**src/core/serial_port_pkg.sv**
```systemverilog
/*
  Shared constants and state types for the asynchronous serial port unit.
  Assumes a single clock domain; bit timing is supplied as a 16x tick.
*/
package serial_port_pkg;

  // ----------------------------------------------------------------
  // Bit timing within one bit cell of sixteen ticks
  // ----------------------------------------------------------------
  localparam int unsigned TICKS_PER_BIT = 16;
  localparam logic [3:0] TICK_SAMPLE = 4'h7;
  localparam logic [3:0] TICK_LAST = 4'hf;
  localparam logic [3:0] TICK_SCK_HIGH_BIT = 4'h8;

  // ----------------------------------------------------------------
  // Frame geometry
  // ----------------------------------------------------------------
  localparam logic [3:0] DATA_LEN_8 = 4'h8;
  localparam logic [3:0] DATA_LEN_7 = 4'h7;
  localparam logic [3:0] STOP_LEN_1 = 4'h1;
  localparam logic [3:0] STOP_LEN_2 = 4'h2;
  localparam logic [3:0] START_LEN = 4'h1;
  localparam logic [3:0] ONE_COUNT = 4'h1;
  localparam logic [3:0] ZERO_COUNT = 4'h0;
  localparam logic [7:0] DATA_MASK_7 = 8'h7f;
  localparam logic [7:0] DATA_MASK_8 = 8'hff;

  // ----------------------------------------------------------------
  // Reset values
  // ----------------------------------------------------------------
  localparam logic RST_TX_EMPTY = 1'b1;
  localparam logic RST_TX_COMPLETE = 1'b1;
  localparam logic RST_FLAG = 1'b0;
  localparam logic RST_LINE = 1'b1;
  localparam logic [7:0] RST_BYTE = 8'h00;
  localparam logic [3:0] RST_COUNT = 4'h0;

  // ----------------------------------------------------------------
  // State machines
  // ----------------------------------------------------------------
  typedef enum logic [6:0] {
    TX_IDLE  = 7'h01,
    TX_MARK  = 7'h02,
    TX_WAIT  = 7'h04,
    TX_START = 7'h08,
    TX_DATA  = 7'h10,
    TX_EXTRA = 7'h20,
    TX_STOP  = 7'h40
  } tx_state_t;

  typedef enum logic [4:0] {
    RX_IDLE  = 5'h01,
    RX_START = 5'h02,
    RX_DATA  = 5'h04,
    RX_EXTRA = 5'h08,
    RX_STOP  = 5'h10
  } rx_state_t;

endpackage

```
**src/core/bit_sync.sv**
```systemverilog
/*
  Two-stage synchroniser for one asynchronous level.
  Assumes the input may change at any time relative to i_mclk.
*/
`timescale 1ns/1ps
module bit_sync (
  input wire logic i_mclk,
  input wire logic i_rst,
  input wire logic i_async,
  output logic o_sync
);

  logic meta_r;

  // Reset to mark so an idle line is not seen as a start bit
  always_ff @(posedge i_mclk or posedge i_rst) begin
    if (i_rst) begin
      meta_r <= serial_port_pkg::RST_LINE;
      o_sync <= serial_port_pkg::RST_LINE;
    end else begin
      meta_r <= i_async;
      o_sync <= meta_r;
    end
  end

endmodule

```
**src/core/serial_port_unit.sv**
```systemverilog
/*
  Asynchronous serial port: double-buffered transmitter and receiver,
  parity and multiprocessor formats, status flags and request levels.
  Assumes software drives the control levels and one-cycle strobes on the
  same clock, and that a baud generator supplies a 16x tick pulse.
*/
`timescale 1ns/1ps
module serial_port_unit (
  input wire logic i_mclk,
  input wire logic i_rst,
  input wire logic i_baud_tick16,
  input wire logic i_sck_in,
  input wire logic i_rxd,
  input wire logic i_clock_src_ext,
  input wire logic i_clock_pin_out,
  input wire logic i_tx_enable,
  input wire logic i_rx_enable,
  input wire logic i_char_length_select,
  input wire logic i_parity_on,
  input wire logic i_parity_odd_select,
  input wire logic i_multiproc_format_on,
  input wire logic i_two_stop_bits,
  input wire logic i_tx_empty_int_enable,
  input wire logic i_tx_end_int_enable,
  input wire logic i_rx_int_enable,
  input wire logic [7:0] i_tx_data,
  input wire logic i_tx_data_wr,
  input wire logic i_tx_mpb,
  input wire logic i_tx_buffer_empty_clr,
  input wire logic i_rx_buffer_full_clr,
  input wire logic i_overrun_clr,
  input wire logic i_framing_error_clr,
  input wire logic i_parity_error_clr,
  input wire logic i_mp_wait_set,
  input wire logic i_pin_direction_bit,
  input wire logic i_pin_output_level,
  output logic o_txd,
  output logic o_txd_oe,
  output logic o_sck_out,
  output logic o_sck_oe,
  output logic o_tx_buffer_empty,
  output logic o_tx_complete,
  output logic o_rx_buffer_full,
  output logic o_overrun_flag,
  output logic o_framing_error_flag,
  output logic o_parity_error_flag,
  output logic [7:0] o_rx_data,
  output logic o_rx_mpb,
  output logic o_mp_waiting,
  output logic o_tx_empty_irq,
  output logic o_tx_end_irq,
  output logic o_rx_full_irq,
  output logic o_rx_error_irq
);

  // ----------------------------------------------------------------
  // Input synchronisers and tick selection
  // ----------------------------------------------------------------
  logic rxd_s;
  logic sck_s;
  logic rxd_q_r;
  logic sck_q_r;

  bit_sync u_rxd_sync (
    .i_mclk(i_mclk),
    .i_rst(i_rst),
    .i_async(i_rxd),
    .o_sync(rxd_s)
  );

  bit_sync u_sck_sync (
    .i_mclk(i_mclk),
    .i_rst(i_rst),
    .i_async(i_sck_in),
    .o_sync(sck_s)
  );

  always_ff @(posedge i_mclk or posedge i_rst) begin
    if (i_rst) begin
      rxd_q_r <= serial_port_pkg::RST_LINE;
      // Same level as the synchroniser's reset, so no false tick follows reset
      sck_q_r <= serial_port_pkg::RST_LINE;
    end else begin
      rxd_q_r <= rxd_s;
      sck_q_r <= sck_s;
    end
  end

  // Every rising edge of a 16x pin clock is one tick; a stopped clock stalls both sides
  wire ext_rise = sck_s & ~sck_q_r;
  wire tick16 = i_clock_src_ext ? ext_rise : i_baud_tick16;
  wire rx_fall = rxd_q_r & ~rxd_s;

  // ----------------------------------------------------------------
  // Frame format decode
  // ----------------------------------------------------------------
  wire par_en = i_parity_on & ~i_multiproc_format_on;
  wire extra_en = par_en | i_multiproc_format_on;
  wire [3:0] data_len = i_char_length_select ? serial_port_pkg::DATA_LEN_7 :
                        serial_port_pkg::DATA_LEN_8;
  wire [3:0] stop_len = i_two_stop_bits ? serial_port_pkg::STOP_LEN_2 :
                        serial_port_pkg::STOP_LEN_1;
  wire [3:0] extra_len = {3'h0, extra_en};
  wire [3:0] frame_len = serial_port_pkg::START_LEN + data_len + extra_len + stop_len;
  wire [7:0] data_mask = i_char_length_select ? serial_port_pkg::DATA_MASK_7 :
                         serial_port_pkg::DATA_MASK_8;

  // ----------------------------------------------------------------
  // Transmitter
  // ----------------------------------------------------------------
  serial_port_pkg::tx_state_t tx_state_r;
  serial_port_pkg::tx_state_t tx_state_nxt;
  logic [3:0] tx_ph_r;
  logic [3:0] tx_cnt_r;
  logic [3:0] tx_cnt_nxt;
  logic [7:0] tx_holding_reg_r;
  logic tx_holding_mpb_r;
  logic [7:0] tx_shift_reg_r;
  logic [7:0] tx_shift_nxt;
  logic tx_extra_r;
  logic tx_buffer_empty_r;
  logic tx_complete_r;
  logic tx_load;
  logic tx_end_set;
  logic tx_line;

  wire tx_bit_end = tick16 & (tx_ph_r == serial_port_pkg::TICK_LAST);
  wire [3:0] tx_ph_nxt = tick16 ? tx_ph_r + 4'h1 : tx_ph_r;
  wire [7:0] tx_load_data = tx_holding_reg_r & data_mask;
  wire tx_load_extra = i_multiproc_format_on ? tx_holding_mpb_r :
                       (^tx_load_data) ^ i_parity_odd_select;
  wire tx_last = (tx_cnt_r == serial_port_pkg::ONE_COUNT);

  always_comb begin
    tx_state_nxt = tx_state_r;
    tx_cnt_nxt = tx_cnt_r;
    tx_shift_nxt = tx_shift_reg_r;
    tx_load = 1'b0;
    tx_end_set = 1'b0;
    tx_line = 1'b1;
    unique case (tx_state_r)
      serial_port_pkg::TX_IDLE: begin
        if (i_tx_enable) begin
          // One spare bit covers the partial cell at enable time
          tx_state_nxt = serial_port_pkg::TX_MARK;
          tx_cnt_nxt = frame_len + serial_port_pkg::ONE_COUNT;
        end
      end
      serial_port_pkg::TX_MARK: begin
        if (tx_bit_end) begin
          tx_cnt_nxt = tx_cnt_r - serial_port_pkg::ONE_COUNT;
          if (tx_last) begin
            tx_state_nxt = serial_port_pkg::TX_WAIT;
          end
        end
      end
      serial_port_pkg::TX_WAIT: begin
        if (tx_bit_end && !tx_buffer_empty_r) begin
          tx_load = 1'b1;
          tx_state_nxt = serial_port_pkg::TX_START;
        end
      end
      serial_port_pkg::TX_START: begin
        tx_line = 1'b0;
        if (tx_bit_end) begin
          tx_state_nxt = serial_port_pkg::TX_DATA;
          tx_cnt_nxt = data_len;
        end
      end
      serial_port_pkg::TX_DATA: begin
        tx_line = tx_shift_reg_r[0];
        if (tx_bit_end) begin
          tx_shift_nxt = {1'b0, tx_shift_reg_r[7:1]};
          tx_cnt_nxt = tx_cnt_r - serial_port_pkg::ONE_COUNT;
          if (tx_last) begin
            tx_state_nxt = extra_en ? serial_port_pkg::TX_EXTRA : serial_port_pkg::TX_STOP;
            tx_cnt_nxt = stop_len;
          end
        end
      end
      serial_port_pkg::TX_EXTRA: begin
        tx_line = tx_extra_r;
        if (tx_bit_end) begin
          tx_state_nxt = serial_port_pkg::TX_STOP;
        end
      end
      serial_port_pkg::TX_STOP: begin
        if (tx_bit_end) begin
          tx_cnt_nxt = tx_cnt_r - serial_port_pkg::ONE_COUNT;
          if (tx_last && !tx_buffer_empty_r) begin
            tx_load = 1'b1;
            tx_state_nxt = serial_port_pkg::TX_START;
          end else if (tx_last) begin
            tx_end_set = 1'b1;
            tx_state_nxt = serial_port_pkg::TX_WAIT;
          end
        end
      end
    endcase
    if (tx_load) begin
      tx_shift_nxt = tx_load_data;
    end
    if (!i_tx_enable) begin
      tx_state_nxt = serial_port_pkg::TX_IDLE;
      tx_shift_nxt = serial_port_pkg::RST_BYTE;
      tx_load = 1'b0;
      tx_end_set = 1'b0;
    end
  end

  // Hardware set wins over a software clear in the same cycle
  wire tx_empty_nxt = ~i_tx_enable | tx_load |
                      (tx_buffer_empty_r & ~i_tx_buffer_empty_clr);
  wire tx_complete_nxt = tx_end_set | (tx_complete_r & ~i_tx_buffer_empty_clr);

  always_ff @(posedge i_mclk or posedge i_rst) begin
    if (i_rst) begin
      tx_state_r <= serial_port_pkg::TX_IDLE;
      tx_ph_r <= serial_port_pkg::RST_COUNT;
      tx_cnt_r <= serial_port_pkg::RST_COUNT;
      tx_shift_reg_r <= serial_port_pkg::RST_BYTE;
      tx_extra_r <= serial_port_pkg::RST_FLAG;
      tx_buffer_empty_r <= serial_port_pkg::RST_TX_EMPTY;
      tx_complete_r <= serial_port_pkg::RST_TX_COMPLETE;
    end else begin
      tx_state_r <= tx_state_nxt;
      tx_ph_r <= tx_ph_nxt;
      tx_cnt_r <= tx_cnt_nxt;
      tx_shift_reg_r <= tx_shift_nxt;
      tx_extra_r <= tx_load ? tx_load_extra : tx_extra_r;
      tx_buffer_empty_r <= tx_empty_nxt;
      tx_complete_r <= tx_complete_nxt;
    end
  end

  always_ff @(posedge i_mclk or posedge i_rst) begin
    if (i_rst) begin
      tx_holding_reg_r <= serial_port_pkg::RST_BYTE;
      tx_holding_mpb_r <= serial_port_pkg::RST_FLAG;
    end else if (i_tx_data_wr) begin
      tx_holding_reg_r <= i_tx_data;
      tx_holding_mpb_r <= i_tx_mpb;
    end
  end

  // ----------------------------------------------------------------
  // Pin drivers
  // ----------------------------------------------------------------
  // With transmit off the pin falls back to a plain port bit, which is how a break is held
  wire txd_nxt = i_tx_enable ? tx_line : i_pin_output_level;
  wire txd_oe_nxt = i_tx_enable | i_pin_direction_bit;
  wire sck_oe_nxt = ~i_clock_src_ext & i_clock_pin_out;
  // Phase 8 of 16 is mid-cell, so the rising edge lands in the bit centre
  wire sck_nxt = sck_oe_nxt & (tx_ph_nxt >= serial_port_pkg::TICK_SCK_HIGH_BIT);

  always_ff @(posedge i_mclk or posedge i_rst) begin
    if (i_rst) begin
      o_txd <= serial_port_pkg::RST_LINE;
      o_txd_oe <= serial_port_pkg::RST_FLAG;
      o_sck_out <= serial_port_pkg::RST_FLAG;
      o_sck_oe <= serial_port_pkg::RST_FLAG;
    end else begin
      o_txd <= txd_nxt;
      o_txd_oe <= txd_oe_nxt;
      o_sck_out <= sck_nxt;
      o_sck_oe <= sck_oe_nxt;
    end
  end

  // ----------------------------------------------------------------
  // Receiver
  // ----------------------------------------------------------------
  serial_port_pkg::rx_state_t rx_state_r;
  serial_port_pkg::rx_state_t rx_state_nxt;
  logic [3:0] rx_ph_r;
  logic [3:0] rx_ph_nxt;
  logic [3:0] rx_cnt_r;
  logic [3:0] rx_cnt_nxt;
  logic [7:0] rx_shift_reg_r;
  logic rx_extra_r;
  logic rx_finish;
  logic rx_store;
  logic rx_store_extra;

  wire rx_err_any = o_overrun_flag | o_framing_error_flag | o_parity_error_flag;
  wire rx_sample = tick16 & (rx_ph_r == serial_port_pkg::TICK_SAMPLE);

  always_comb begin
    rx_state_nxt = rx_state_r;
    rx_cnt_nxt = rx_cnt_r;
    rx_ph_nxt = tick16 ? rx_ph_r + 4'h1 : rx_ph_r;
    rx_finish = 1'b0;
    rx_store = 1'b0;
    rx_store_extra = 1'b0;
    unique case (rx_state_r)
      serial_port_pkg::RX_IDLE: begin
        // Errors hold the receiver here until software clears them
        if (i_rx_enable && !rx_err_any && rx_fall) begin
          rx_state_nxt = serial_port_pkg::RX_START;
          rx_ph_nxt = serial_port_pkg::RST_COUNT;
        end
      end
      serial_port_pkg::RX_START: begin
        if (rx_sample) begin
          // A glitch that is high again at mid-cell is not a start bit
          rx_state_nxt = rxd_s ? serial_port_pkg::RX_IDLE : serial_port_pkg::RX_DATA;
          rx_cnt_nxt = serial_port_pkg::ZERO_COUNT;
        end
      end
      serial_port_pkg::RX_DATA: begin
        if (rx_sample) begin
          rx_store = 1'b1;
          rx_cnt_nxt = rx_cnt_r + serial_port_pkg::ONE_COUNT;
          if (rx_cnt_r == data_len - serial_port_pkg::ONE_COUNT) begin
            rx_state_nxt = extra_en ? serial_port_pkg::RX_EXTRA : serial_port_pkg::RX_STOP;
          end
        end
      end
      serial_port_pkg::RX_EXTRA: begin
        if (rx_sample) begin
          rx_store_extra = 1'b1;
          rx_state_nxt = serial_port_pkg::RX_STOP;
        end
      end
      serial_port_pkg::RX_STOP: begin
        if (rx_sample) begin
          // Only the first stop bit is looked at; a second one idles high anyway
          rx_finish = 1'b1;
          rx_state_nxt = serial_port_pkg::RX_IDLE;
        end
      end
    endcase
    if (!i_rx_enable) begin
      rx_state_nxt = serial_port_pkg::RX_IDLE;
      rx_finish = 1'b0;
      rx_store = 1'b0;
      rx_store_extra = 1'b0;
    end
  end

  always_ff @(posedge i_mclk or posedge i_rst) begin
    if (i_rst) begin
      rx_state_r <= serial_port_pkg::RX_IDLE;
      rx_ph_r <= serial_port_pkg::RST_COUNT;
      rx_cnt_r <= serial_port_pkg::RST_COUNT;
      rx_shift_reg_r <= serial_port_pkg::RST_BYTE;
      rx_extra_r <= serial_port_pkg::RST_FLAG;
    end else begin
      rx_state_r <= rx_state_nxt;
      rx_ph_r <= rx_ph_nxt;
      rx_cnt_r <= rx_cnt_nxt;
      if (rx_state_nxt == serial_port_pkg::RX_START) begin
        rx_shift_reg_r <= serial_port_pkg::RST_BYTE;
        rx_extra_r <= serial_port_pkg::RST_FLAG;
      end else begin
        if (rx_store) begin
          rx_shift_reg_r[rx_cnt_r[2:0]] <= rxd_s;
        end
        if (rx_store_extra) begin
          rx_extra_r <= rxd_s;
        end
      end
    end
  end

  // ----------------------------------------------------------------
  // Receive checks and flags
  // ----------------------------------------------------------------
  wire mp_skip = i_multiproc_format_on & o_mp_waiting & ~rx_extra_r;
  wire rx_accept = rx_finish & ~mp_skip;
  wire rx_overrun = rx_accept & o_rx_buffer_full;
  wire rx_take = rx_accept & ~o_rx_buffer_full;
  wire rx_frame_bad = rx_take & ~rxd_s;
  wire rx_par_bad = rx_take & par_en &
                    (((^rx_shift_reg_r) ^ rx_extra_r) != i_parity_odd_select);
  wire rx_good = rx_take & ~rx_frame_bad & ~rx_par_bad;
  wire mp_id_seen = rx_take & i_multiproc_format_on & rx_extra_r;

  // Set wins over clear; receive disable touches none of these
  wire rx_buffer_full_nxt = rx_good | (o_rx_buffer_full & ~i_rx_buffer_full_clr);
  wire overrun_flag_nxt = rx_overrun | (o_overrun_flag & ~i_overrun_clr);
  wire fer_nxt = rx_frame_bad | (o_framing_error_flag & ~i_framing_error_clr);
  wire per_nxt = rx_par_bad | (o_parity_error_flag & ~i_parity_error_clr);
  // A software arm in the same cycle as an id wins, so a mismatch can be re-armed at once
  wire mp_wait_nxt = i_mp_wait_set | (o_mp_waiting & ~mp_id_seen);

  always_ff @(posedge i_mclk or posedge i_rst) begin
    if (i_rst) begin
      o_rx_buffer_full <= serial_port_pkg::RST_FLAG;
      o_overrun_flag <= serial_port_pkg::RST_FLAG;
      o_framing_error_flag <= serial_port_pkg::RST_FLAG;
      o_parity_error_flag <= serial_port_pkg::RST_FLAG;
      o_mp_waiting <= serial_port_pkg::RST_FLAG;
      o_rx_data <= serial_port_pkg::RST_BYTE;
      o_rx_mpb <= serial_port_pkg::RST_FLAG;
    end else begin
      o_rx_buffer_full <= rx_buffer_full_nxt;
      o_overrun_flag <= overrun_flag_nxt;
      o_framing_error_flag <= fer_nxt;
      o_parity_error_flag <= per_nxt;
      o_mp_waiting <= mp_wait_nxt;
      // Characters with framing or parity errors are still visible, but full is not raised
      if (rx_take) begin
        o_rx_data <= rx_shift_reg_r;
        o_rx_mpb <= rx_extra_r & i_multiproc_format_on;
      end
    end
  end

  // ----------------------------------------------------------------
  // Status and request outputs
  // ----------------------------------------------------------------
  always_ff @(posedge i_mclk or posedge i_rst) begin
    if (i_rst) begin
      o_tx_buffer_empty <= serial_port_pkg::RST_TX_EMPTY;
      o_tx_complete <= serial_port_pkg::RST_TX_COMPLETE;
      o_tx_empty_irq <= serial_port_pkg::RST_FLAG;
      o_tx_end_irq <= serial_port_pkg::RST_FLAG;
      o_rx_full_irq <= serial_port_pkg::RST_FLAG;
      o_rx_error_irq <= serial_port_pkg::RST_FLAG;
    end else begin
      o_tx_buffer_empty <= tx_empty_nxt;
      o_tx_complete <= tx_complete_nxt;
      o_tx_empty_irq <= tx_empty_nxt & i_tx_empty_int_enable;
      o_tx_end_irq <= tx_complete_nxt & i_tx_end_int_enable;
      o_rx_full_irq <= rx_buffer_full_nxt & i_rx_int_enable;
      o_rx_error_irq <= (overrun_flag_nxt | fer_nxt | per_nxt) & i_rx_int_enable;
    end
  end

endmodule

```
**config.mk**
```make
export PLATFORM = sky130hd
export DESIGN_NAME = serial_port_unit
export DESIGN_NICKNAME = d
export VERILOG_FILES = /design/src/core/serial_port_pkg.sv /design/src/core/bit_sync.sv /design/src/core/serial_port_unit.sv
export SDC_FILE = /design/constraint.sdc
export NUM_CORES = 1
export LEC_CHECK = 0
export BUFFER_PORTS_ARGS = -buffer_cell sky130_fd_sc_hd__buf_2
export CAP_MARGIN = 15
export CORE_ASPECT_RATIO = 1.2
export CORE_UTILIZATION = 40
export CTS_BUF_LIST = sky130_fd_sc_hd__clkbuf_8
export DETAILED_ROUTE_END_ITERATION = 10
export RECOVER_POWER = 25
export SYNTH_ARGS = -nofsm -noshare
export SYNTH_HDL_FRONTEND = slang
export SYNTH_SLANG_ARGS = --single-unit
```
**constraint.sdc**
```tcl
create_clock -name i_mclk -period 5.6 [get_ports i_mclk]
set_clock_uncertainty 0.1 [all_clocks]
set_input_delay 0.28 -clock i_mclk [delete_from_list [all_inputs] [get_ports i_mclk]]
set_output_delay 0.28 -clock i_mclk [all_outputs]
set_load 0.01 [all_outputs]
```
# Yosys cells after proc, flatten, opt, wreduce, memory -nomap -nowiden
# Cells that the tools add are included.
# classes
add_sub_neg,9
n_lt_le_gt_ge,3
eq_ne,33
n_mux,70
bitwise_logic,64
reduce_logical,18
# ops
operator,n
$mux 7,11
$mux 8,7
$pmux 7 s7,1
$mux 4,12
$mux 5,8
$and 1x1->1,31
$pmux 5 s5,1
$mux 1,22
$ne 3x3->1 const B,7
$add 4x1->4 const B,4
$not 1->1,16
$pmux 4 s4,1
$reduce_xor 8->1,2
$or 1x1->1,14
$eq 5x2->1 const B,2
$ne 2x2->1 const B,5
$and 8x8->8,1
$bwmux 8,1
$pmux 4 s2,1
$sub 4x1->4 const B,2
$eq 7x1->1 const B,1
$eq 7x2->1 const B,1
$eq 7x3->1 const B,1
$eq 7x4->1 const B,1
other kinds (35),44
# totals
ff_bits,85
input_bits,35
out_inout_bits,24
elab_cells,232

# Longest topological paths before layout
# Gate-level depths: netlist (run 1).
# depth
ltp_word,15
depth_mapped,11
mapped_depth_nobuf,11

# Cells and area by module
# A second synthesis (run 1) with hierarchy kept.
# unflattened
cells_unflattened,448
hier_area_um2,4599.4
# modules_own_cells
mod,instances,cells_per_inst,area_each_um2,seq_area_each_um2
serial_port_unit,1,442,4486.8,2035.7
bit_sync,2,3,56.3,52.6

# Least setup slack after synthesis (run 1)
# Ideal clock, no wire load.
# synth_path
path_kind,flip-flop to flip-flop
startpoint,register u_sck_sync.o_sync
endpoint,register rx_extra_r
setup_time_ps,143
t_arrival_ps,2315
required_ps,5357
path_slack_ps,3043
stages_incl_launch_ff,7
n_path_buf,0
period_less_slack_ps,2557
path_cell_list,dfstp_2 > nand3b_1 > a21oi_1 > mux2_2 > o311a_4 > nor4b_4 > a21oi_1
# synth_via
elab_chain_cells,8
elab_cells_between_ends,15
cone_classes,eq/ne: 1; mux: 11; bitwise: 2; reduce/logical: 1
# synth_lines
item,line_no,rtl
from (decl),bit_sync.sv:10,output logic o_sync
from (signal assigned),bit_sync.sv:19,o_sync <= serial_port_pkg::RST_LINE;
from (signal assigned),bit_sync.sv:22,o_sync <= meta_r;
$and 1x1->1 (*),serial_port_unit.sv:90,wire ext_rise = sck_s & ~sck_q_r;
$mux 1 (*),serial_port_unit.sv:91,wire tick16 = i_clock_src_ext ? ext_rise : i_baud_tick16;
$and 1x1->1 (*),serial_port_unit.sv:286,wire rx_sample = tick16 & (rx_ph_r == serial_port_pkg::TICK_SAMPLE);
$mux 5 (on tied branches),--,
$pmux 5 s5 (*),serial_port_unit.sv:295,unique case (rx_state_r)
$mux 5 (*),serial_port_unit.sv:333,if (!i_rx_enable) begin
via rx_state_nxt[4],serial_port_unit.sv:274,serial_port_pkg::rx_state_t rx_state_nxt;
$eq 5x2->1 (*),serial_port_unit.sv:352,if (rx_state_nxt == serial_port_pkg::RX_START) begin
$mux 1 / $reduce_bool 2->1 (equally long branches),--,
to (signal assigned),serial_port_unit.sv:347,rx_extra_r <= serial_port_pkg::RST_FLAG;
to (signal assigned),serial_port_unit.sv:354,rx_extra_r <= serial_port_pkg::RST_FLAG;
to (signal assigned),serial_port_unit.sv:360,rx_extra_r <= rxd_s;
to (decl),serial_port_unit.sv:280,logic rx_extra_r;
# The timed path passes the listed nets; every way through them passes the cells marked *.
# A chain may end at the register's enable or synchronous reset.

# Worst setup path in the final report (run 1)
# layout_path
startpoint,register u_sck_sync.o_sync
endpoint,register rx_shift_reg_r[1]
# layout_via
elab_chain_cells,8
elab_cells_between_ends,15
cone_classes,eq/ne: 1; mux: 11; bitwise: 2; reduce/logical: 1
# layout_lines
item,line_no,rtl
$and 1x1->1 (*),serial_port_unit.sv:90,
$mux 1 (*),serial_port_unit.sv:91,
$and 1x1->1 (*),serial_port_unit.sv:286,
$mux 5 (on tied branches),--,
$pmux 5 s5 (*),serial_port_unit.sv:295,
$mux 5 (*),serial_port_unit.sv:333,
via rx_state_nxt[4],serial_port_unit.sv:274,
$eq 5x2->1 (*),serial_port_unit.sv:352,
$mux 8 / $reduce_bool 2->1 (equally long branches),--,
to (signal assigned),serial_port_unit.sv:346,rx_shift_reg_r <= serial_port_pkg::RST_BYTE;
to (signal assigned),serial_port_unit.sv:353,rx_shift_reg_r <= serial_port_pkg::RST_BYTE;
"to (signal, indexed assignment)",serial_port_unit.sv:357,rx_shift_reg_r[rx_cnt_r[2:0]] <= rxd_s;
to (decl),serial_port_unit.sv:279,logic [7:0] rx_shift_reg_r;
# Marked as above.

==> summary.md, run 1 <==
| Metric | Value |
|---|---|
| Die Area | `0.01179 sq mm` |
| Sequential area share after synthesis | `47.12%` |
| Final RePlAce weighted congestion | `0.8539` |
| Tightest Pin Transition | `between 1 and 1.5 ns` |
| Cell Area, Synth | `0.004543 sq mm` |
| Worst EP required | `5.73 ns` |
| Num CTS Buffers | `9` |
| I/O pins | `59` |
| Final net count | `550` |
| Clk sink count | `85` |
| Clock Latency Late Sink | `0.36 ns` |
| TritonCTS clock tree | `built` |
| Area delta synth->final | `15.45%` |
| H-tree depth | `3` |
| Hold Path Stages | `2` |
| Post-synthesis async set-or-reset flop share | `100.0%` |
| Outcome | `finished clean` |
| Top_reg_cell synth | `dfrtp_1` |
| Reg2reg path depth | `6` |
| Post-synth top area share | `a little over 40%` |
| Synth area leader | `dfrtp_1` |
| First DRT Iteration DRCs | `198` |
| Half-perimeter wire length after placement | `roughly 7.5 mm` |
| GR Overflow Total | `0` |
| Number of global-route vias before repair | `3587` |
| Drt pass-1 iters | `4` |
| Cell variety after synth | `73` |
| Worst setup path class | `reg -> reg` |
| Top-count cell post-synth | `dfrtp_1` |
| Drt drc | `0` |
| Clock buffer depth | `2` |
| CP Capture Type | `register` |
| Initial Util | `41.17%` |
| Die height | `approximately 120 um` |
| Global-route wire length before repair | `roughly 17 mm` |
| Max-Cap Viols | `0` |
| Per-cell routed wire length | `16.28 um` |
| Layout cells sized above 1 | `approximately a fifth` |
| Die Width | `99.29 um` |
| Total negative slack | `0 ns` |
| WP data arrival | `3.12 ns` |
| Vias | `3535` |
| Leakage power | `2.319 nW` |
| Fin crit share | `53.33%` |
| Highest clock rate | `0.3348 GHz` |
| Inserted Diodes | `0` |
| Initial antenna violation count | `0` |
| RSZ-0062 raised after global routing | `false` |
| Relative slew slack | `a little over 30%` |
| Worst Setup Start Kind | `register` |
| Core area | `0.01104 sq mm` |
| Crit-path max FO | `9` |
| Reg clk slew, reported paths | `0.09 ns` |
| Fin crit period | `2.986 ns` |
| CTS resizes | `0` |
| Final setup viols | `0` |
| Detail Route Antenna Nets | `0` |
| Pin count of the biggest net entering global routing | `64` |
| Num rows | `42` |
| Drt total wl | `10.43 mm` |
| HP Class | `in -> reg` |
| Synth warn | `0` |
| Syn Area/Cell | `10.30 sq um` |
| Root Buffer | `clkbuf_8` |
| Synth Net Count | `487` |
| Worst setup margin | `about 2.6 ns` |
| Total power | `0.001477 W` |
| Syn Inst Count | `441` |
| Final hold viol count | `0` |
| #FFs+latches synth | `85` |
| VDD IR-drop max | `0.1601 mV` |
| Slew Limit Fails | `0` |
| Synth top area cells | `dfrtp_1 41%, dfstp_2 6.4%, xnor2_1 3.7%, nor2_1 3.1%, a21oi_1 3.1%` |
| Total track usage | `18.93%` |
| EDFF count, synth | `0` |
| Number of port buffers | `58` |
| DP Worst Slack | `between 2 and 3 ns` |
| Pwr Density | `281.6 mW/mm^2` |
| Synth top cells by count | `74 x dfrtp_1, 38 x nor2_1, 33 x nand2_1` |
| Vias/cell | `5.515` |
-- timing repair --
action / CTS / global route
hold endpoints to repair: 23 / 0
buffers inserted: 0 / 0
hold buffers: 7 / 0
-- critical path, stage by stage, from the launching register on --
cell	delay [ns]
dfstp_1	0.54
nand3b_1	0.19
a21oi_1	0.66
mux2_2	0.42
o311a_4	0.37
nor4b_4	0.44
a21oi_1	0.13
-- routing by layer --
metal  GRT usage [%]  up-vias  part of all wire, %
li1                -     1705                    -
met2           31.12       84                   49
met1           24.23     1730                   45
met3           3.430       16                  4.0
met4           8.364        0                  2.0
met5               0        -                    0
-- state kept, by name, indices dropped and copies added, names as in the netlist, 3 cells and up, named ones only --
name	flops
tx_state_r	7
rx_state_r	5
tx_ph_r	3
rx_shift_reg_r	8
tx_shift_reg_r	8
rx_cnt_r	4
tx_cnt_r	4
tx_holding_reg_r	8
rx_ph_r	4
o_rx_data	8
-- cells in the final DEF (no fill, tap or decap), types with 9 or more instances in the layout --
| cell | netlist | final |
|---|---|---|
| dfrtp_1 | 74 | 74 |
| buf_2 | 2 | 48 |
| nor2_1 | 38 | 38 |
| nand2_1 | 33 | 33 |
| a21oi_1 | 28 | 28 |
| inv_1 | 19 | 20 |
| o21ai_0 | 19 | 19 |
| xnor2_1 | 19 | 19 |
| mux2_2 | 12 | 12 |
| mux2i_1 | 10 | 10 |
| clkbuf_1 | 12 | 10 |
| xor2_1 | 9 | 9 |
| nor3_1 | 9 | 9 |
| nand2b_1 | 9 | 9 |
| nand3_1 | 9 | 9 |
| ha_1 | 9 | 9 |
| clkbuf_8 | 0 | 9 |
| dfstp_2 | 11 | 9 |
-- final timing paths --
kind                                              from                            end  slack [ns]
setup / recovery           u_sck_sync.o_sync$_DFF_PP1_  rx_shift_reg_r[1]$_DFFE_PP0P_        2.61
hold / removal                      i_parity_error_clr  o_parity_error_flag$_DFF_PP0_        0.02
setup reg to reg           u_sck_sync.o_sync$_DFF_PP1_  rx_shift_reg_r[1]$_DFFE_PP0P_        2.61
hold reg to reg            u_rxd_sync.meta_r$_DFF_PP1_    u_rxd_sync.o_sync$_DFF_PP1_        0.25
max in group asynchronous                        i_rst  rx_shift_reg_r[6]$_DFFE_PP0P_        3.57
min in group asynchronous                        i_rst           rx_ph_r[1]$_DFF_PP0_        0.54
-- per-stage QoR --
step                      utilization [%]  instance area, sq um  std cells  hold slack [ns]
final                               47.53                  5245        641          0.01717
after global routing                47.53                  5245        641          0.01413
after CTS                           47.64                  5258        641         0.003241
after detailed placement            44.84                  4949        618           0.1912
after global placement              44.84                  4949        618           0.1718
after floorplan                         -                  4543        441           0.1845
-- cell families (layout without fill, tap and decap cells) --
kind of cell | after synthesis | count (layout) | share of synthesized area (%)
buffers and inverters | 35 | 103 | 3.112
muxes | 30 | 30 | 7.161
DFF | 85 | 85 | 47.12
AOI/OAI and AO/OA | 102 | 102 | 15.56
and+or+nand+nor | 149 | 149 | 17.79
xor gates and xnor gates | 29 | 29 | 5.894
adders and majority gates | 11 | 11 | 3.360
-- final cells by class --
cell class,count,area (sq um)
inverters,20,76.32
clock inverters,7,115.1
repair buffers,67,362.8
well taps,132,165.2
fillers,1053,5791
flip-flops and latches,85,2141
clock buffers,9,123.9
multi-input cells,321,2261
-- power by group --
part / internal, W / switching (W) / leakage, nW / total (W)
Combinational: 0.000108 / 0.000118 / 1.12 / 0.000226
Sequential: 0.000673 / 0.0000555 / 1.07 / 0.000728
Clock: 0.000296 / 0.000227 / 0.126 / 0.000523
No activity file was read; power rests on OpenSTA's default activity.
==> run 2: changes to the inputs <==
ABC_AREA = 1   (was default)
clock period = 2.85 ns   (was 5.6 ns; I/O delays follow)
==> run 2 against run 1 <==
The run now ends with max-capacitance violations, max-slew violations left. Power increased by 100%. Design area up 8.1%. Synthesized cell count up 32%. Highest routed layer unchanged.
==> summary.md, run 2 <==
| Metric | Value |
|---|---|
| Outcome | `finished, violations left` |
| Violated checks | `max-capacitance violations, max-slew violations` |
| Synth top area cells | `dfrtp_1 39%, nand2_1 13%, inv_1 6.5%, dfstp_2 6.2%, nand3_1 4.5%` |
| Area delta synth->final | `20.61%` |
| Per-cell routed wire length | `12.83 um (-21%)` |
| Post-synthesis async set-or-reset flop share | `100.0% (unchanged)` |
| Total negative slack | `0 ns (unchanged)` |
| Final net count | `721 (+31%)` |
| HP Class | `in -> reg` |
| Max-Cap Viols | `1 (+1)` |
| Total track usage | `19.66% (+0.73 points)` |
| Detail Route Antenna Nets | `0 (unchanged)` |
| Number of global-route vias before repair | `4048 (+13%)` |
| Crit-path max FO | `14 (+5)` |
| Pwr Density | `533.5 mW/mm^2 (+89%)` |
| Clock Latency Late Sink | `0.36 ns (about the same)` |
| Flop-to-flop setup slack | `0.29 ns (-2.32 ns)` |
| Met3 wire length | `408 um (-2.4%)` |
| Clock buffer depth | `2 (unchanged)` |
| Worst setup path class | `reg -> reg` |
| CP max stage delay | `0.54 ns (-0.12 ns)` |
| Post-CTS setup buffer count | `0 (unchanged)` |
| Cell Area, Synth | `0.004700 sq mm (+3.4%)` |
| #FFs+latches synth | `85 (unchanged)` |
| Initial antenna violation count | `0 (unchanged)` |
| Half-perimeter wire length after placement | `7.935 mm (+6.3%)` |
| Final hold viol count | `0 (unchanged)` |
| CP top delay family | `buffers and inverters` |
| Final setup viols | `0 (unchanged)` |
| Post-synth top area share | `39.40% (-1.4 points)` |
| Synth warn | `0 (unchanged)` |
| CP Capture Type | `register` |
| Top_reg_cell synth | `dfrtp_1` |
| I/O pins | `59 (unchanged)` |
| Global-route wire length before repair | `18.53 mm (+6.0%)` |
| CP max-delay cell | `dlygate4sd3_1` |
| Core area | `0.01151 sq mm (+4.3%)` |
| Inserted Diodes | `0 (unchanged)` |
| GR Overflow Total | `0 (unchanged)` |
| Drt drc | `0 (unchanged)` |
| CTS Hold Bufs | `28 (+21)` |
| Met1 WL | `4.733 mm (+1.3%)` |
| First DRT Iteration DRCs | `234 (+18%)` |
| Sequential area share after synthesis | `45.55% (-1.6 points)` |
| Top layer in use | `met4` |
| CTS resizes | `0 (unchanged)` |
| Root Buffer | `clkbuf_8` |
| Syn Inst Count | `583 (+32%)` |
| Top-count cell post-synth | `nand2_1` |
| Number of port buffers | `58 (unchanged)` |
| Vias | `4054 (+15%)` |
| EDFF count, synth | `0 (unchanged)` |
| Hold slack | `0.02892 ns (+0.01175 ns)` |
| Synth area leader | `dfrtp_1` |
| Total power | `0.003024 W (+100%)` |
| Synth Net Count | `629 (+29%)` |
| Filler cell count in the final layout | `1168 (+11%)` |
| Layout cells sized above 1 | `17.50% (-1.4 points)` |
| Synth top cells by count | `158 x nand2_1, 82 x inv_1, 74 x dfrtp_1` |
| Drt total wl | `10.74 mm (+2.9%)` |
| TritonCTS clock tree | `built` |
| Reg clk slew, reported paths | `0.09 ns (about the same)` |
| Pin count of the biggest net entering global routing | `48 (-25%)` |
| Initial Util | `40.82% (-0.35 points)` |
| Die Width | `100.9 um (+1.7%)` |
| Fin crit period | `2.559 ns (-0.4271 ns)` |
| Tightest Pin Transition | `1.822 ns (+0.7805 ns)` |
| Fin crit share | `89.80% (+36 points)` |
| CP bufs+invs | `5 (+5)` |
| Worst EP required | `3.01 ns (-2.72 ns)` |
| Leakage power | `2.905 nW (+25%)` |
| Met2 routed WL | `5.396 mm (+5.1%)` |
| Highest clock rate | `0.3907 GHz (+17%)` |
| VDD IR-drop max | `0.3646 mV (+130%)` |
| Worst Setup Start Kind | `register` |
| Relative slew slack | `-21.59% (-52 points)` |
| Vias/cell | `4.843 (-12%)` |
| RSZ-0062 raised after global routing | `false` |
| Cell variety after synth | `38 (-48%)` |
| Final RePlAce weighted congestion | `0.8853 (+3.7%)` |
| Commonest non-fill, non-tap cells in the layout | `158 x nand2_1, 82 x inv_1, 74 x dfrtp_1` |
| Clk sink count | `85 (unchanged)` |
| Slew Limit Fails | `47 (+47)` |
| Die Area | `0.01219 sq mm (+3.4%)` |
| Drt pass-1 iters | `5 (+1)` |
| Syn Area/Cell | `8.061 sq um (-22%)` |
| Die height | `120.7 um (+1.7%)` |
| Num rows | `43 (+2.4%)` |
| H-tree depth | `3 (unchanged)` |
| Num CTS Buffers | `9 (unchanged)` |
| Most common cell after layout, fill and taps aside | `nand2_1` |
| WP data arrival | `2.72 ns (-0.40 ns)` |
| Worst path cell trace | `inv_1, nand3_2, nand2_2, inv_2, nor2_4, nand2_1, inv_2, a21oi_4, o21ai_0, nand2_1, dlygate4sd3_1, inv_1` |
[run 2: changes by cell type after synthesis, sizes merged, moves of 16 or more]
cell	change
a21oi	-16
inv	+74
nand2	+135
nand3	+39
nand4	+16
o21ai	+19
[run 2: layout make-up]
class                   count  area (sq um)  share of cell area (%)
multi-input cells         399          2172                   38.32
inverters                  93         349.1                   6.159
well taps                 157         196.4                   3.466
clock buffers               9         123.9                   2.185
repair buffers             87         564.3                   9.956
flip-flops and latches     85          2141                   37.77
clock inverters             7         121.4                   2.141
[run 2: cell families (layout without fill, tap and decap cells)]
| group | Yosys count | count (layout) | share of synthesized area, % |
|---|---|---|---|
| simple gates | 297 | 297 | 29.95 |
| buf+inv | 99 | 196 | 8.227 |
| flops | 85 | 85 | 45.55 |
| compound gates | 69 | 69 | 8.599 |
| xor+xnor | 16 | 16 | 2.982 |
| fa+ha+maj | 11 | 11 | 3.248 |
| mux | 6 | 6 | 1.438 |
[run 2: stage by stage]
step	util, %	std cells	cell area, sq um	worst slack [ns]
finish	49.23	837	5668	0.2907
global route	49.23	837	5668	0.1035
CTS	49.47	837	5695	0.2781
detailed placement	44.90	793	5170	0.7457
global placement	44.90	793	5170	0.7335
floorplan	-	583	4700	0.4322
[run 2: report_power, final]
part	internal, W	leakage [nW]	switching [W]
sequential	0.00132	1.07	0.0000902
combinational	0.000226	1.71	0.000334
clock	0.000589	0.124	0.000461
total	0.00214	2.91	0.000885
[run 2: final timing paths]
check                                             from                              end  cells after the start
setup / recovery                     sck_q_r$_DFF_PP1_         o_tx_empty_irq$_DFF_PP0_                     12
hold / removal                   i_multiproc_format_on             o_rx_mpb$_DFFE_PP0N_                      3
setup reg to reg                     sck_q_r$_DFF_PP1_         o_tx_empty_irq$_DFF_PP0_                     12
hold reg to reg            u_rxd_sync.meta_r$_DFF_PP1_      u_rxd_sync.o_sync$_DFF_PP1_                      0
max in group asynchronous                        i_rst    rx_shift_reg_r[7]$_DFFE_PP0P_                      3
min in group asynchronous                        i_rst  tx_holding_reg_r[1]$_DFFE_PP0P_                      3
[run 2: tightest hold or removal path: cells and delay by family]
kind	cells	cell delay [ns]
and+or+nand+nor	2	0.16
buffers and inverters	1	0.14
[run 2: per-layer routing]
layer | up-vias | GRT usage (%)
met5 | - | 0
met4 | 0 | 7.156
met3 | 16 | 3.353
li1 | 2048 | -
met1 | 1884 | 24.93
met2 | 106 | 33.48
==> run 3: changes to the inputs <==
ABC_AREA = default   (was 1)
==> run 3 against run 2 <==
The run now ends clean. Setup slack lost 0.11 ns. Final cell count shrank 20%. Global-route usage shrank 0.46 points. Via count shrank 9.9%. Power shrank 7.2%. Non-clock buffer count grew 10. Die area shrank 3.3%. Design area shrank 3.0%. Sequential power is essentially flat. Core utilization grew 0.57 points. Routed wire length shrank 2.7%. Largest cell class unchanged.
==> summary.md, run 3 (synthesized netlist as in run 1, its figures left out) <==
| Metric | Value |
|---|---|
| GR Overflow Total | `0 (unchanged)` |
| Core area | `0.01104 sq mm (-4.2%)` |
| I/O pins | `59 (unchanged)` |
| H-tree depth | `3 (unchanged)` |
| Tightest Pin Transition | `1.312 ns (-0.5095 ns)` |
| Hold Path Stages | `3 (unchanged)` |
| TritonCTS clock tree | `built` |
| Inserted Diodes | `0 (unchanged)` |
| First DRT Iteration DRCs | `187 (-20%)` |
| Global-route wire length before repair | `17.85 mm (-3.6%)` |
| Final instance area | `0.005495 sq mm (-3.0%)` |
| Most common cell after layout, fill and taps aside | `dfrtp_1` |
| Critical path startpoint | `rx_state_r[4]$_DFF_PP0_` |
| Fin crit share | `93.71% (+3.9 points)` |
| Die Width | `99.29 um (-1.6%)` |
| Worst Setup Start Kind | `register` |
| CP Capture Type | `register` |
| Layout cells sized above 1 | `20.96% (+3.5 points)` |
| Reg2reg path depth | `6 (-6)` |
| Crit-path max FO | `12 (-2)` |
| Relative slew slack | `12.03% (+34 points)` |
| Filler cell count in the final layout | `1043 (-11%)` |
| Total negative slack | `0 ns (unchanged)` |
| Die Area | `0.01179 sq mm (-3.3%)` |
| Drt total wl | `10.45 mm (-2.7%)` |
| Reg-to-Reg Start | `rx_state_r[4]$_DFF_PP0_` |
| Final RePlAce weighted congestion | `0.8160 (-7.8%)` |
| Post-CTS setup buffer count | `0 (unchanged)` |
| Drt pass-1 iters | `4 (-1)` |
| Per-cell routed wire length | `15.57 um (+21%)` |
| Max-Cap Viols | `0 (-1)` |
| Number of global-route vias before repair | `3724 (-8.0%)` |
| Worst setup path class | `reg -> reg` |
| Half-perimeter wire length after placement | `7.646 mm (-3.6%)` |
| Die height | `118.7 um (-1.6%)` |
| HP Class | `in -> reg` |
| Clock Latency Late Sink | `0.36 ns (about the same)` |
| Slew Limit Fails | `0 (-100%)` |
| Number of port buffers | `58 (unchanged)` |
| Vias/cell | `5.446 (+12%)` |
| Reg2reg end | `rx_shift_reg_r[4]$_DFFE_PP0P_` |
| Final hold viol count | `0 (unchanged)` |
| Num rows | `42 (-2.3%)` |
| Vias | `3654 (-9.9%)` |
| RSZ-0062 raised after global routing | `false` |
| VDD IR-drop max | `0.1897 mV (-48%)` |
| Initial antenna violation count | `0 (unchanged)` |
| Flop-to-flop setup slack | `0.18 ns (-0.11 ns)` |
| FF/Latch Area | `0.002141 sq mm (unchanged)` |
| Detail Route Antenna Nets | `0 (unchanged)` |
| Drt drc | `0 (unchanged)` |
| Commonest non-fill, non-tap cells in the layout | `74 x dfrtp_1, 54 x buf_2, 38 x nor2_1` |
| Worst EP required | `2.97 ns (-0.04 ns)` |
| Area delta synth->final | `20.96%` |
| Pwr Density | `510.6 mW/mm^2 (-4.3%)` |
| Initial Util | `41.17% (+0.35 points)` |
| Highest clock rate | `0.3744 GHz (-4.2%)` |
| Multi-input logic area | `0.002261 sq mm (+4.1%)` |
| HP Start | `i_parity_on` |
| Placed cell area | `0.005029 sq mm (-2.7%)` |
| Endpoint, Worst Hold | `o_parity_error_flag$_DFF_PP0_` |
| Final setup viols | `0 (unchanged)` |
| Fin crit period | `2.671 ns (+0.1113 ns)` |
| Root Buffer | `clkbuf_8` |
| WP data arrival | `2.79 ns (+0.07 ns)` |
| Pin count of the biggest net entering global routing | `38 (-21%)` |
| Total track usage | `19.20% (-0.46 points)` |
| Reg clk slew, reported paths | `0.09 ns (about the same)` |
| Outcome | `finished clean` |
| Final net count | `580 (-20%)` |
| Hold slack | `0.04981 ns (+0.02089 ns)` |
| Clk sink count | `85 (unchanged)` |
| Num CTS Buffers | `9 (unchanged)` |
| Leakage power | `2.455 nW (-16%)` |
| Clock buffer depth | `2 (unchanged)` |
==> run 3: power by group <==
part	internal (W)	switching, W	total [W]	leakage (nW)
Clock	0.000435	0.000467	0.000902	0.103
Sequential	0.00132	0.000109	0.00143	1.07
Combinational	0.000239	0.000235	0.000473	1.28
==> run 3: what timing repair did <==
item,CTS,global route
endpoints found under the hold margin,50,0
hold buffers,28,0
gates resized for setup,0,0
==> run 3: through the flow <==
| stage | instances | power, W | worst slack (ns) | util [%] |
|---|---|---|---|---|
| after floorplan | 441 | 0.001755 | 0.2927 | - |
| after global routing | 671 | 0.002955 | 0.001273 | 49.80 |
| after global placement | 627 | 0.001888 | 0.2639 | 45.57 |
| after detailed placement | 627 | 0.001907 | 0.2078 | 45.57 |
| after CTS | 671 | 0.002837 | 0.1911 | 49.98 |
| final | 671 | 0.002806 | 0.1794 | 49.80 |
==> run 3: worst max path at each step <==
| stage | cells after the start | slack [ns] | end |
|---|---|---|---|
| 5_1_grt | 6 | 0.001 | rx_shift_reg_r[4]$_DFFE_PP0P_ |
| 4_1_cts | 6 | 0.19 | rx_shift_reg_r[4]$_DFFE_PP0P_ |
| 2_1_floorplan | 6 | 0.29 | rx_extra_r$_DFFE_PP0P_ |
| 6_report | 6 | 0.18 | rx_shift_reg_r[4]$_DFFE_PP0P_ |
| 3_5_place_dp | 6 | 0.21 | rx_shift_reg_r[4]$_DFFE_PP0P_ |
| 3_3_place_gp | 6 | 0.26 | rx_shift_reg_r[5]$_DFFE_PP0P_ |
==> run 3: critical path, cell delays in order, from the launching register on <==
cell and delay (ns):
dfrtp_1 0.50, or4b_4 0.54, o211a_2 0.16, or2_4 0.25, o311a_4 0.39, nor4b_4 0.46
a21oi_1 0.15
==> run 3: layer usage <==
metal / wire length, um / part of all wire [%] / vias to the layer above / track usage, %
met2: 5146 / 49 / 89 / 31.81
li1: - / - / 1766 / -
met5: 0 / 0 / - / 0
met3: 410 / 3.9 / 18 / 2.839
met4: 231 / 2.2 / 0 / 9.099
met1: 4658 / 45 / 1781 / 24.52
==> run 3: final cells by class <==
cell class	count	area share [%]
Clock buffer	10	2.505
Clock inverter	6	1.252
Inverter	20	1.389
Multi-Input combinational cell	321	41.14
Sequential cell	85	38.96
Tap cell	132	3.005
Timing Repair Buffer	97	11.75
